**src/include/qflag_defs.svh**
```systemverilog
// register map, field positions, reset values and counts of the flag logic
`ifndef QFLAG_DEFS_SVH
`define QFLAG_DEFS_SVH

`define NUM_QUEUES     16
`define BUS_QUEUES     8

// word offsets inside the 256-byte window
`define REG_CTRL       8'h00
`define REG_STATUS     8'h04
`define GRP_CTRL       2'h0
`define GRP_AF_OFF     2'h1
`define GRP_AE_OFF     2'h2
`define GRP_OCC        2'h3

`define CTRL_MODE_MSB  2
`define CTRL_RESET     3'h0
`define STAT_DFLT_BIT  16
`define STAT_RUN_BIT   17

// default offsets picked by the strap at master reset
`define DEF_OFF_LO     16'h0008
`define DEF_OFF_HI     16'h0080

// occupancy is kept in quarter words (9-bit units)
`define STEP_36        3'h4
`define STEP_18        3'h2
`define STEP_9         3'h1
`define QUARTER_SHIFT  2

`endif

```
**src/include/qflag_pkg.sv**
```systemverilog
// types shared by the queue flag logic
package qflag_pkg;

   typedef logic [3:0] qid_t;

   typedef enum logic [2:0] {
      BW_36_36 = 3'h0,
      BW_36_18 = 3'h1,
      BW_36_9  = 3'h2,
      BW_18_36 = 3'h3,
      BW_9_36  = 3'h4
   } bw_mode_e;

   typedef enum logic [3:0] {
      INIT_SYNC0 = 4'h1,
      INIT_SYNC1 = 4'h2,
      INIT_LOAD  = 4'h4,
      INIT_RUN   = 4'h8
   } init_e;

   typedef struct packed {
      logic load;
      qid_t queue;
      logic en;
      logic tx_start_marker;
      logic tx_end_marker;
   } wr_port_s;

   typedef struct packed {
      logic load;
      qid_t read_queue_select_bus;
      logic en;
      logic rx_start_marker;
   } rd_port_s;

endpackage

```
**src/logic/queue_flag_logic.sv**
```systemverilog
// per-queue full, almost-full, almost-empty and packet-ready flag logic
`timescale 1ns/10ps
`include "qflag_defs.svh"

// Operation
// full flag drops low straight from the filling write edge.
// full flag releases high the cycle after a read frees space.
// 36/36 with both ports on queue: almost-full after D+1-m writes.
// almost-full after D-m writes: write-only 36/36, 36/18, 36/9.
// narrow input: almost-full after (D+1-m) times 2 or 4 writes.
// default almost-full offset is 8, or 128 with strap high.
// discrete almost-full asserts two cycles after the threshold write.
// discrete almost-full releases after a read, two cycles total.
// almost-full bus bits follow the same two cycle pipeline.
// almost-empty high after n+2 writes (36/36), n+1 narrow out, scaled.
// write-only queue: almost-empty bus high after n+1 writes, scaled.
// default almost-empty offset is 8, or 128 with strap high.
// discrete almost-empty asserts two cycles after the boundary read.
// discrete almost-empty releases after a write, two cycles total.
// almost-empty bus bits assert and release through two stages.
// packet-ready changes only on rising clock edges.
// packet-ready low once an end marker follows a start marker.
// packet-ready falls two cycles after the end marker write.
// packet-ready high when the last start marker is read out.
// packet-ready rises two cycles after that read.
// new read queue shows its almost-empty status on second edge.
// each queue holds its own almost-empty offset, zero to depth.
// status of every queue is tracked, selected or not.
// every status flag is active low; the packet-ready bits of the status register read active high.
module queue_flag_logic
   import qflag_pkg::*;
#(
   parameter int DEPTH = 1024
)(
   input  wire logic        pclk,
   input  wire logic        presetn,
   input  wire logic        psel,
   input  wire logic        penable,
   input  wire logic        pwrite,
   input  wire logic [7:0]  paddr,
   input  wire logic [31:0] pwdata,
   output logic      [31:0] prdata,
   output logic             pready,
   output logic             pslverr,
   input  wire logic        default_offset_select,
   input  wire wr_port_s    wr_port,
   input  wire rd_port_s    rd_port,
   output logic             queue_full_n,
   output logic             almost_full_n,
   output logic             almost_empty_n,
   output logic             packet_ready_n,
   output logic      [7:0]  almost_full_bus,
   output logic      [7:0]  almost_empty_bus
);

   localparam int NQ   = `NUM_QUEUES;
   localparam int BQ   = `BUS_QUEUES;
   localparam int OW   = $clog2(DEPTH + 1);
   localparam int CW   = $clog2((DEPTH + 2) * 4 + 1);
   localparam int PKW  = $clog2(DEPTH + 1);

   ////////////////////////////////////////////////////////////////////////
   // declarations

   init_e             init_ff;
   logic              dflt_s1_ff;
   logic              dflt_s2_ff;
   logic              dflt_cap_ff;
   logic [2:0]        mode_ff;
   bw_mode_e          mode;
   logic [2:0]        wstep;
   logic [2:0]        rstep;
   logic              run;

   qid_t              wr_sel_ff;
   qid_t              nxt_wr_sel;
   qid_t              rd_sel_ff;
   qid_t              rd_sel_d_ff;
   logic              wr_go;
   logic              rd_go;

   logic [CW-1:0]     occ_ff     [NQ];
   logic [CW-1:0]     nxt_occ    [NQ];
   logic [PKW-1:0]    pk_cnt_ff  [NQ];
   logic [OW-1:0]     af_off_ff  [NQ];
   logic [OW-1:0]     ae_off_ff  [NQ];
   logic              same_ff    [NQ];
   logic              open_ff    [NQ];
   logic [NQ-1:0]     full_now;
   logic [NQ-1:0]     nxt_full;
   logic [NQ-1:0]     af_raw_n;
   logic [NQ-1:0]     ae_raw_n;
   logic [NQ-1:0]     rdy_raw_n;
   logic [NQ-1:0]     pk_inc;
   logic [NQ-1:0]     pk_dec;
   logic [NQ-1:0]     af_st_n_ff;
   logic [NQ-1:0]     ae_st_n_ff;
   logic [NQ-1:0]     rdy_st_n_ff;

   logic              queue_full_n_ff;
   logic              almost_full_n_ff;
   logic              almost_empty_n_ff;
   logic              packet_ready_n_ff;
   logic [7:0]        almost_full_bus_ff;
   logic [7:0]        almost_empty_bus_ff;

   logic              setup;
   logic              wr_acc;
   logic              addr_ok;
   logic [31:0]       rd_word;
   logic [OW-1:0]     wr_off;
   logic [OW-1:0]     dflt_off;
   qid_t              aq;
   logic [31:0]       prdata_ff;
   logic              pready_ff;
   logic              pslverr_ff;

   assign prdata           = prdata_ff;
   assign pready           = pready_ff;
   assign pslverr          = pslverr_ff;
   assign queue_full_n     = queue_full_n_ff;
   assign almost_full_n    = almost_full_n_ff;
   assign almost_empty_n   = almost_empty_n_ff;
   assign packet_ready_n   = packet_ready_n_ff;
   assign almost_full_bus  = almost_full_bus_ff;
   assign almost_empty_bus = almost_empty_bus_ff;

   ////////////////////////////////////////////////////////////////////////
   // strap capture and start-up: the strap is synchronised before the
   // default offsets are loaded, so ports stay refused until INIT_RUN

   always_ff @(posedge pclk or negedge presetn) begin
      if (!presetn) begin
         dflt_s1_ff <= 1'b0;
         dflt_s2_ff <= 1'b0;
      end else begin
         dflt_s1_ff <= default_offset_select;
         dflt_s2_ff <= dflt_s1_ff;
      end
   end

   always_ff @(posedge pclk or negedge presetn) begin
      if (!presetn) begin
         init_ff <= INIT_SYNC0;
      end else begin
         unique case (init_ff)
            INIT_SYNC0: init_ff <= INIT_SYNC1;
            INIT_SYNC1: init_ff <= INIT_LOAD;
            INIT_LOAD:  init_ff <= INIT_RUN;
            INIT_RUN:   init_ff <= INIT_RUN;
         endcase
      end
   end

   always_ff @(posedge pclk or negedge presetn) begin
      if (!presetn) begin
         dflt_cap_ff <= 1'b0;
      end else if (init_ff == INIT_LOAD) begin
         dflt_cap_ff <= dflt_s2_ff;
      end
   end

   assign run      = (init_ff == INIT_RUN);
   assign dflt_off = dflt_s2_ff ? OW'(`DEF_OFF_HI) : OW'(`DEF_OFF_LO);

   ////////////////////////////////////////////////////////////////////////
   // bus width mode: occupancy counts quarter words, so one 36-bit word
   // is four units whatever the port widths

   always_comb begin
      case (mode_ff)
         3'h1:    mode = BW_36_18;
         3'h2:    mode = BW_36_9;
         3'h3:    mode = BW_18_36;
         3'h4:    mode = BW_9_36;
         default: mode = BW_36_36;
      endcase
   end

   always_comb begin
      wstep = `STEP_36;
      rstep = `STEP_36;
      unique case (mode)
         BW_36_18: rstep = `STEP_18;
         BW_36_9:  rstep = `STEP_9;
         BW_18_36: wstep = `STEP_18;
         BW_9_36:  wstep = `STEP_9;
         BW_36_36: wstep = `STEP_36;
      endcase
   end

   ////////////////////////////////////////////////////////////////////////
   // queue selection; a write or read in the load cycle uses the old queue

   assign nxt_wr_sel = wr_port.load ? wr_port.queue : wr_sel_ff;
   assign wr_go = run && wr_port.en && !full_now[wr_sel_ff];
   assign rd_go = run && rd_port.en
                  && (occ_ff[rd_sel_ff] >= CW'(rstep));

   always_ff @(posedge pclk or negedge presetn) begin
      if (!presetn) begin
         wr_sel_ff   <= 4'h0;
         rd_sel_ff   <= 4'h0;
         rd_sel_d_ff <= 4'h0;
      end else begin
         wr_sel_ff   <= nxt_wr_sel;
         rd_sel_d_ff <= rd_sel_ff;
         if (rd_port.load)
            rd_sel_ff <= rd_port.read_queue_select_bus;
      end
   end

   ////////////////////////////////////////////////////////////////////////
   // per-queue tracking, selected or not

   for (genvar q = 0; q < NQ; q++) begin : g_queue
      logic          wr_hit;
      logic          rd_hit;
      logic          slot;
      logic          af_slot;
      logic [CW-1:0] full_t;
      logic [CW-1:0] af_t;
      logic [CW-1:0] ae_t;

      assign wr_hit = wr_go && (wr_sel_ff == qid_t'(q));
      assign rd_hit = rd_go && (rd_sel_ff == qid_t'(q));
      // the output register adds one word when both ports shared the
      // queue from its first word, except on narrow output modes
      assign slot    = same_ff[q] && (mode != BW_36_18)
                       && (mode != BW_36_9);
      assign af_slot = (same_ff[q] && (mode == BW_36_36))
                       || (mode == BW_18_36) || (mode == BW_9_36);
      assign full_t = CW'((DEPTH + int'(slot)) << `QUARTER_SHIFT);
      assign af_t   = CW'((DEPTH + int'(af_slot) - int'(af_off_ff[q]))
                          << `QUARTER_SHIFT);
      assign ae_t   = CW'((int'(ae_off_ff[q]) + 1 + int'(slot))
                          << `QUARTER_SHIFT);

      assign nxt_occ[q]   = occ_ff[q] + (wr_hit ? CW'(wstep) : '0)
                            - (rd_hit ? CW'(rstep) : '0);
      assign full_now[q]  = occ_ff[q] >= full_t;
      assign nxt_full[q]  = nxt_occ[q] >= full_t;
      assign af_raw_n[q]  = !(occ_ff[q] >= af_t);
      assign ae_raw_n[q]  = occ_ff[q] >= ae_t;
      assign pk_inc[q]    = wr_hit && wr_port.tx_end_marker
                            && (open_ff[q] || wr_port.tx_start_marker);
      assign pk_dec[q]    = rd_hit && rd_port.rx_start_marker
                            && (pk_cnt_ff[q] != '0);
      assign rdy_raw_n[q] = (pk_cnt_ff[q] == '0);

      always_ff @(posedge pclk or negedge presetn) begin
         if (!presetn) begin
            occ_ff[q]    <= '0;
            same_ff[q]   <= 1'b0;
            open_ff[q]   <= 1'b0;
            pk_cnt_ff[q] <= '0;
         end else begin
            occ_ff[q] <= nxt_occ[q];
            if (wr_hit && (occ_ff[q] == '0))
               same_ff[q] <= (rd_sel_ff == qid_t'(q));
            if (wr_hit && wr_port.tx_end_marker)
               open_ff[q] <= 1'b0;
            else if (wr_hit && wr_port.tx_start_marker)
               open_ff[q] <= 1'b1;
            if (pk_inc[q] && !pk_dec[q])
               pk_cnt_ff[q] <= pk_cnt_ff[q] + PKW'(1);
            else if (pk_dec[q] && !pk_inc[q])
               pk_cnt_ff[q] <= pk_cnt_ff[q] - PKW'(1);
         end
      end
   end

   ////////////////////////////////////////////////////////////////////////
   // flag pipeline: internal status stage, then output stage

   always_ff @(posedge pclk or negedge presetn) begin
      if (!presetn) begin
         af_st_n_ff  <= '1;
         ae_st_n_ff  <= '0;
         rdy_st_n_ff <= '1;
      end else begin
         af_st_n_ff  <= af_raw_n;
         ae_st_n_ff  <= ae_raw_n;
         rdy_st_n_ff <= rdy_raw_n;
      end
   end

   always_ff @(posedge pclk or negedge presetn) begin
      if (!presetn) begin
         queue_full_n_ff     <= 1'b1;
         almost_full_n_ff    <= 1'b1;
         almost_empty_n_ff   <= 1'b0;
         packet_ready_n_ff   <= 1'b1;
         almost_full_bus_ff  <= 8'hFF;
         almost_empty_bus_ff <= 8'h00;
      end else begin
         // next occupancy, so full shows at the filling edge itself
         queue_full_n_ff     <= !nxt_full[nxt_wr_sel];
         almost_full_n_ff    <= af_st_n_ff[wr_sel_ff];
         almost_empty_n_ff   <= ae_st_n_ff[rd_sel_d_ff];
         packet_ready_n_ff   <= rdy_st_n_ff[rd_sel_d_ff];
         almost_full_bus_ff  <= af_st_n_ff[BQ-1:0];
         almost_empty_bus_ff <= ae_st_n_ff[BQ-1:0];
      end
   end

   ////////////////////////////////////////////////////////////////////////
   // APB slave: zero wait, data and error latched in the setup cycle

   assign setup  = psel && !penable;
   assign wr_acc = psel && penable && pready_ff && pwrite && !pslverr_ff;
   assign aq     = qid_t'(paddr[5:2]);
   assign wr_off = (pwdata > 32'(DEPTH)) ? OW'(DEPTH) : pwdata[OW-1:0];

   always_comb begin
      rd_word = 32'h0000_0000;
      addr_ok = (paddr[1:0] == 2'h0);
      unique case (paddr[7:6])
         `GRP_CTRL: begin
            if (paddr == `REG_CTRL) begin
               rd_word[`CTRL_MODE_MSB:0] = mode_ff;
            end else if (paddr == `REG_STATUS) begin
               rd_word[NQ-1:0]           = ~rdy_raw_n;
               rd_word[`STAT_DFLT_BIT]   = dflt_cap_ff;
               rd_word[`STAT_RUN_BIT]    = run;
            end else begin
               addr_ok = 1'b0;
            end
         end
         `GRP_AF_OFF: rd_word[OW-1:0] = af_off_ff[aq];
         `GRP_AE_OFF: rd_word[OW-1:0] = ae_off_ff[aq];
         `GRP_OCC: begin
            rd_word[CW-1:0] = occ_ff[aq];
            if (pwrite)
               addr_ok = 1'b0;
         end
      endcase
   end

   always_ff @(posedge pclk or negedge presetn) begin
      if (!presetn) begin
         pready_ff  <= 1'b0;
         pslverr_ff <= 1'b0;
         prdata_ff  <= 32'h0000_0000;
      end else begin
         pready_ff <= setup;
         if (setup) begin
            pslverr_ff <= !addr_ok;
            prdata_ff  <= pwrite ? 32'h0000_0000 : rd_word;
         end
      end
   end

   always_ff @(posedge pclk or negedge presetn) begin
      if (!presetn) begin
         mode_ff <= `CTRL_RESET;
      end else if (wr_acc && (paddr == `REG_CTRL)) begin
         mode_ff <= pwdata[`CTRL_MODE_MSB:0];
      end
   end

   // the strap load overrides a bus write landing in the same cycle
   always_ff @(posedge pclk or negedge presetn) begin
      if (!presetn) begin
         for (int i = 0; i < NQ; i++) begin
            af_off_ff[i] <= '0;
            ae_off_ff[i] <= '0;
         end
      end else if (init_ff == INIT_LOAD) begin
         for (int i = 0; i < NQ; i++) begin
            af_off_ff[i] <= dflt_off;
            ae_off_ff[i] <= dflt_off;
         end
      end else if (wr_acc && (paddr[7:6] == `GRP_AF_OFF)) begin
         af_off_ff[aq] <= wr_off;
      end else if (wr_acc && (paddr[7:6] == `GRP_AE_OFF)) begin
         ae_off_ff[aq] <= wr_off;
      end
   end
endmodule

```
**config.mk**
```make
export PLATFORM = sky130hd
export DESIGN_NAME = queue_flag_logic
export DESIGN_NICKNAME = d
export VERILOG_FILES = /design/src/include/qflag_pkg.sv /design/src/logic/queue_flag_logic.sv
export VERILOG_INCLUDE_DIRS = /design/src /design/src/include
export SDC_FILE = /design/constraint.sdc
export NUM_CORES = 2
export LEC_CHECK = 0
export ABC_CLOCK_PERIOD_IN_PS = 16300
export BUFFER_PORTS_ARGS = -buffer_cell sky130_fd_sc_hd__clkbuf_2
export CAP_MARGIN = 20
export CORE_ASPECT_RATIO = 0.8
export CORE_UTILIZATION = 60
export DETAILED_ROUTE_END_ITERATION = 8
export GPL_TIMING_DRIVEN = 1
export HOLD_SLACK_MARGIN = 0.12
export PLACE_DENSITY = 0.77
export SYNTH_ARGS = -nofsm -noshare
export SYNTH_HDL_FRONTEND = slang
export SYNTH_SLANG_ARGS = --single-unit
```
**constraint.sdc**
```tcl
create_clock -name pclk -period 16.3 [get_ports pclk]
set_input_delay 4.89 -clock pclk [delete_from_list [all_inputs] [get_ports pclk]]
set_output_delay 4.89 -clock pclk [all_outputs]
set_load 0.01 [all_outputs]
```
-- Yosys cells after proc, flatten, opt, wreduce, memory -nomap -nowiden
Index checks and enable logic that the tools add are counted.
- $lt $le $gt $ge: 72
- reductions and logical operators: 412
- muxes and demuxes: 145
- equal/unequal tests: 49
- add/sub/neg operators: 144
- bitwise gates (word level): 3
- operators with widths (cell ; number):
    176-bit two-way mux ; 5
    13-bit >= comparator ; 64
    11-bit two-way mux ; 38
    11-bit by 1-bit adder with 11-bit output (first input constant) ; 32
    11-bit by 1-bit adder with 11-bit output (second input constant) ; 32
    176-bit bitwise mux ; 2
    1-bit logical AND ; 221
    13-bit by 3-bit adder with 13-bit output ; 16
    13-bit logical NOT ; 16
    13-bit by 3-bit subtractor with 13-bit output ; 16
    11-bit by 1-bit adder with 11-bit output ; 16
    11-bit logical NOT ; 16
    11-bit nonzero test ; 16
    11-bit by 1-bit subtractor with 11-bit output (second input constant) ; 16
    11-bit subtractor ; 16
    13-bit binary-select mux with 4-bit select ; 2
    3-bit two-way mux ; 33
    11-bit binary-select mux with 4-bit select ; 2
    4-bit equality test (second input constant) ; 17
    2-bit nonzero test ; 34
    1-bit logical NOT ; 53
    13-bit two-way mux ; 4
    1-bit logical OR ; 48
    11-bit demux with 4-bit select ; 1
    38 further kinds ; 109
- word-level logic and storage cells: 941
- output and inout port bits: 54
- bits in registers: 892
- bits of input ports: 61

-- Depth between registers and ports, before layout
- word-level depth: 19
- gate-level depth with buffers: 34
- mapped depth without buffers: 30

-- Worst setup path after synthesis
OpenSTA, ideal clock, no wires.
- kind: input to register
- start point: input rd_port[1] (netlist bit)
- end point: register queue_full_n_ff (netlist: queue_full_n)
- required time: 16.216 ns
- setup slack: 7.182 ns
- buffers on the path: 2
- stages on the path: 17
- library setup time: 0.084 ns
- arrival time: 9.033 ns
- cells stage by stage: nand3_1 -> or2_2 -> clkbuf_1 -> clkbuf_1 -> nor2_1 -> fa_1 -> inv_1 -> fa_1 -> a21o_1 -> a2111oi_1 -> o31ai_2 -> xnor2_1 -> or4_1 -> or4_1 -> o41ai_1 -> a32oi_1 -> o2111ai_1
- RTL lines (element ; line ; source):
    start, declared ; queue_flag_logic.sv:47 ; input wire rd_port_s rd_port,
    end signal, assigned ; queue_flag_logic.sv:298 ; queue_full_n_ff <= !nxt_full[nxt_wr_sel];
    end, declared ; queue_flag_logic.sv:100 ; logic queue_full_n_ff;

==> results by group <==
Run status
  – Status: finished, final reports clean

Clock network
  – TritonCTS Buffers: 97
  – Postcts setup bufs: 0
  – PostCTS Resize Cnt: 0
  – CTS tree: built
  – Hold Buf Count CTS: 0
  – CTS Sinks: a little under 900
  – Clock-pin slew on the worst setup and hold paths: roughly 60 ps
  – Htree depth: 3
  – Root buffer cell: clkbuf_16
  – Worst skew pair latency: approximately 800 ps
  – Clock buffer depth: 3

Worst setup path
  – Max stage delay on crit path: between 900 and 1000 ps
  – R2R depth: 28
  – Crit path kind: in2reg
  – Buf/Inv on CP: 3
  – Critical path required time: approximately 17000 ps
  – Crit path max-delay family: compound AO/OA/AOI/OAI gates
  – Critical R2R Launch: mode_ff[2]$_DFFE_PN0P_
  – Crit start category: input pin
  – FF-to-FF End: queue_full_n$_DFF_PN1_
  – Critical path's slowest cell: and2_1
  – CP Capture Type: flip-flop
  – Max FO, Critical Path: 28
  – Flop2flop setup slack: 6110 ps
  – Crit path arrival time: around 11000 ps
  – Worst-path cell chain: clkbuf_2 -> o2111a_2 -> buf_4 -> and2_1 -> nand2_1 -> fa_1 -> inv_1 -> fa_1 -> a211oi_1 -> o31ai_1 -> a2111o_1 -> a311oi_1 -> xnor2_1 -> and3_1 -> o31ai_1 -> a32oi_1 -> o2111ai_1

Route
  – DR vias/cell: roughly 6.7
  – Highest Signal Layer: met5
  – DR WL met2: about 110 mm
  – Met3 WL: about 39 mm
  – # DRC: 0
  – First-pass detailed-route iteration total: 6
  – DRT iter0 DRCs: ~7800
  – Wire per inst: approximately 29 um
  – Met1 WL: ~100 mm
  – Routed WL: approximately 260 mm
  – Routed vias: between 60000 and 70000
  – Routed Antenna Nets: 0

Placement
  – Detailed placer's ending HPWL: a little over 200 mm
  – Input/output buffers: 100
  – GPL Wtd Cong: ~1.1

Floorplan
  – Core area: between 100000 and 150000 um2
  – # rows: roughly 110
  – Die area: 120000 um2
  – Die Ht: about 310 um
  – Initial Util: between 60 and 70%
  – Die width: just under 400 um
  – Num ports: around 120

Job
  – Max_cap viols: 0

Worst hold path
  – Cells on Worst Hold Path: 0
  – Hold Crit Start: dflt_s1_ff$_DFF_PN0_
  – Endpoint, Worst Hold: dflt_s2_ff$_DFF_PN0_
  – Hold Crit Class: reg2reg

Pwr
  – Leakage: around 36 nW
  – Peak supply drop: roughly 140 uV
  – P per Cell Area: between 100 and 150 nW/um2

Cells and area
  – Most frequent cells in the layout: ha_1 (999), nand2_1 (845), dfrtp_1 (833)
  – Share of layout cells above drive strength 1: between 10% and 20%
  – Reg area: 22000 um2
  – Area of the multi-input gates: around 46000 um2
  – Area grow syn2layout: 7.80%
  – Fillers: between 9000 and 10000
  – Commonest non-fill, non-tap cell in the layout: ha_1
  – Layout net count: between 8000 and 9000

Global routing
  – Total track usage: around 44%
  – Grt ovf: 0
  – Largest net degree at the start of global routing: 158
  – First-pass GRT wire length: 387 mm
  – Antenna violations before repair: 38
  – Vias in the first global route: slightly below 60000

Synthesis
  – Synth cell types: 97
  – Register bit total from synthesis: approximately 900
  – Post-Syn Area: a little over 70000 um2
  – Synth Instances: 7558
  – EDFF count, synth: 0
  – Syn. warnings: 0
  – Synth Area per Inst: around 9.4 um2
  – Register area share after synthesis: slightly above 30%
  – Asr flop ratio synth: 100%
  – Ys flop type: dfrtp_1

Timing
  – Fin. Hold Viols: 0
  – Fin crit period: between 10000 and 15000 ps
  – Final Setup Violations: 0
  – Final Slew Violations: 0
  – RSZ-0062 raised after global routing: no
  – Final period utilization: 63.1%
  – Fmax: between 0.09 and 0.1 GHz
  – Setup TNS: 0 ps
  – Hold_ws: ~370 ps
  – Slew @ Worst Pin: approximately 1300 ps
  – Slew margin rel.: 15.9%
  – Clock skew: between 50 and 60 ps
-- stage by stage --
step	setup slack [ps]	power [mW]	util, %	cell area, um2	std cells
3_5_place_dp	5590	8.50	62.5	73100	9006
5_1_grt	6030	11.7	65.5	76600	9195
6_report	6010	11.2	65.5	76700	9207
3_3_place_gp	5690	8.35	62.5	73100	9002
2_1_floorplan	7180	6.71	-	71200	7572
4_1_cts	6380	10.9	65.4	76500	9185
-- how the worst max path moves through the flow --
stage                          start                endpoint  cells after the start
after global routing      wr_port[2]  queue_full_n$_DFF_PN1_                     17
after detailed placement  wr_port[2]  queue_full_n$_DFF_PN1_                     17
after floorplan           rd_port[1]  queue_full_n$_DFF_PN1_                     17
after CTS                 wr_port[2]  queue_full_n$_DFF_PN1_                     17
after global placement    wr_port[2]  queue_full_n$_DFF_PN1_                     17
final                     wr_port[2]  queue_full_n$_DFF_PN1_                     17
-- cells by family after synthesis --
group           count (synthesis)  share of synthesized area [%]
compound gates               1690                           14.8
xor+xnor                      559                           6.88
fa+ha+maj                    1063                           19.4
buf+inv                       954                           5.13
flops                         878                           31.0
mux                           351                           8.89
other cells                     1                        0.00527
simple gates                 2062                           14.0
-- cells in the mapped netlist, types with 14 or more instances --
cell type / instances / area share [%]
xor2_1: 231 / 2.8
mux4_2: 211 / 6.7
and3_1: 34 / 0.30
nor3b_1: 59 / 0.62
nor3_1: 191 / 1.3
a22oi_1: 14 / 0.15
fa_1: 64 / 1.8
a21oi_1: 393 / 2.8
and2_1: 18 / 0.16
or2_2: 26 / 0.23
nand3_1: 143 / 1.0
dfstp_2: 44 / 1.6
mux2i_1: 18 / 0.25
a211oi_1: 27 / 0.29
buf_1: 32 / 0.17
inv_1: 674 / 3.6
nor2b_1: 49 / 0.43
nand3b_1: 24 / 0.25
a31o_2: 17 / 0.21
o211ai_1: 48 / 0.51
xnor2_1: 328 / 4.0
ha_1: 999 / 18
o21bai_1: 121 / 1.3
nand4_1: 60 / 0.53
or4_1: 56 / 0.59
a21o_1: 223 / 2.4
nor4b_1: 15 / 0.18
dfrtp_1: 834 / 29
mux2_2: 119 / 1.9
nand2b_1: 48 / 0.42
nand2_1: 845 / 4.5
o31ai_1: 51 / 0.54
buf_4: 14 / 0.15
a31oi_1: 74 / 0.65
nor4_1: 132 / 1.2
or3_1: 47 / 0.41
nor2_1: 293 / 1.5
o21ai_0: 562 / 4.0
clkbuf_1: 219 / 1.2
-- layer usage --
| metal | vias to the layer above | track usage, % |
|---|---|---|
| met1 | 30100 | 56.1 |
| met3 | 1003 | 18.8 |
| met5 | - | 0.949 |
| li1 | 27000 | - |
| met4 | 38 | 27.0 |
| met2 | 3941 | 61.2 |
-- power by group --
part           internal (mW)  total [mW]  switching (mW)
combinational           2.22        5.29            3.08
clock                   1.36        2.40            1.04
sequential              2.55        3.45           0.901
-- cell type report --
cell class	count	area share (%)
diodes	16	0.0522
flip-flops and latches	878	28.7
multi-input cells	5740	59.4
well taps	1539	2.51
repair buffers	179	1.60
inverters	676	3.31
clock inverters	47	0.868
clock buffers	132	3.53
-- sequential cells by signal (all words and copies together), names as in the netlist, 8 cells and up --
name / count
af_st_n_ff: 16
rdy_st_n_ff: 16
prdata: 18
ae_off_ff: 176
af_off_ff: 176
same_ff: 16
pk_cnt_ff: 176
occ_ff: 208
ae_st_n_ff: 16
almost_empty_bus: 8
almost_full_bus: 8
open_ff: 16
-- worst register-to-register path: cells and delay by family (launching register included) --
kind	cells	cell delay (ps)
AOI/OAI and AO/OA	10	3770
adders and majority gates	3	1190
xor gates and xnor gates	1	170
and+or+nand+nor	8	2370
muxes	1	550
buffers and inverters	5	1390
DFF	1	640
Note: power is estimated with default switching activity, not from simulation.
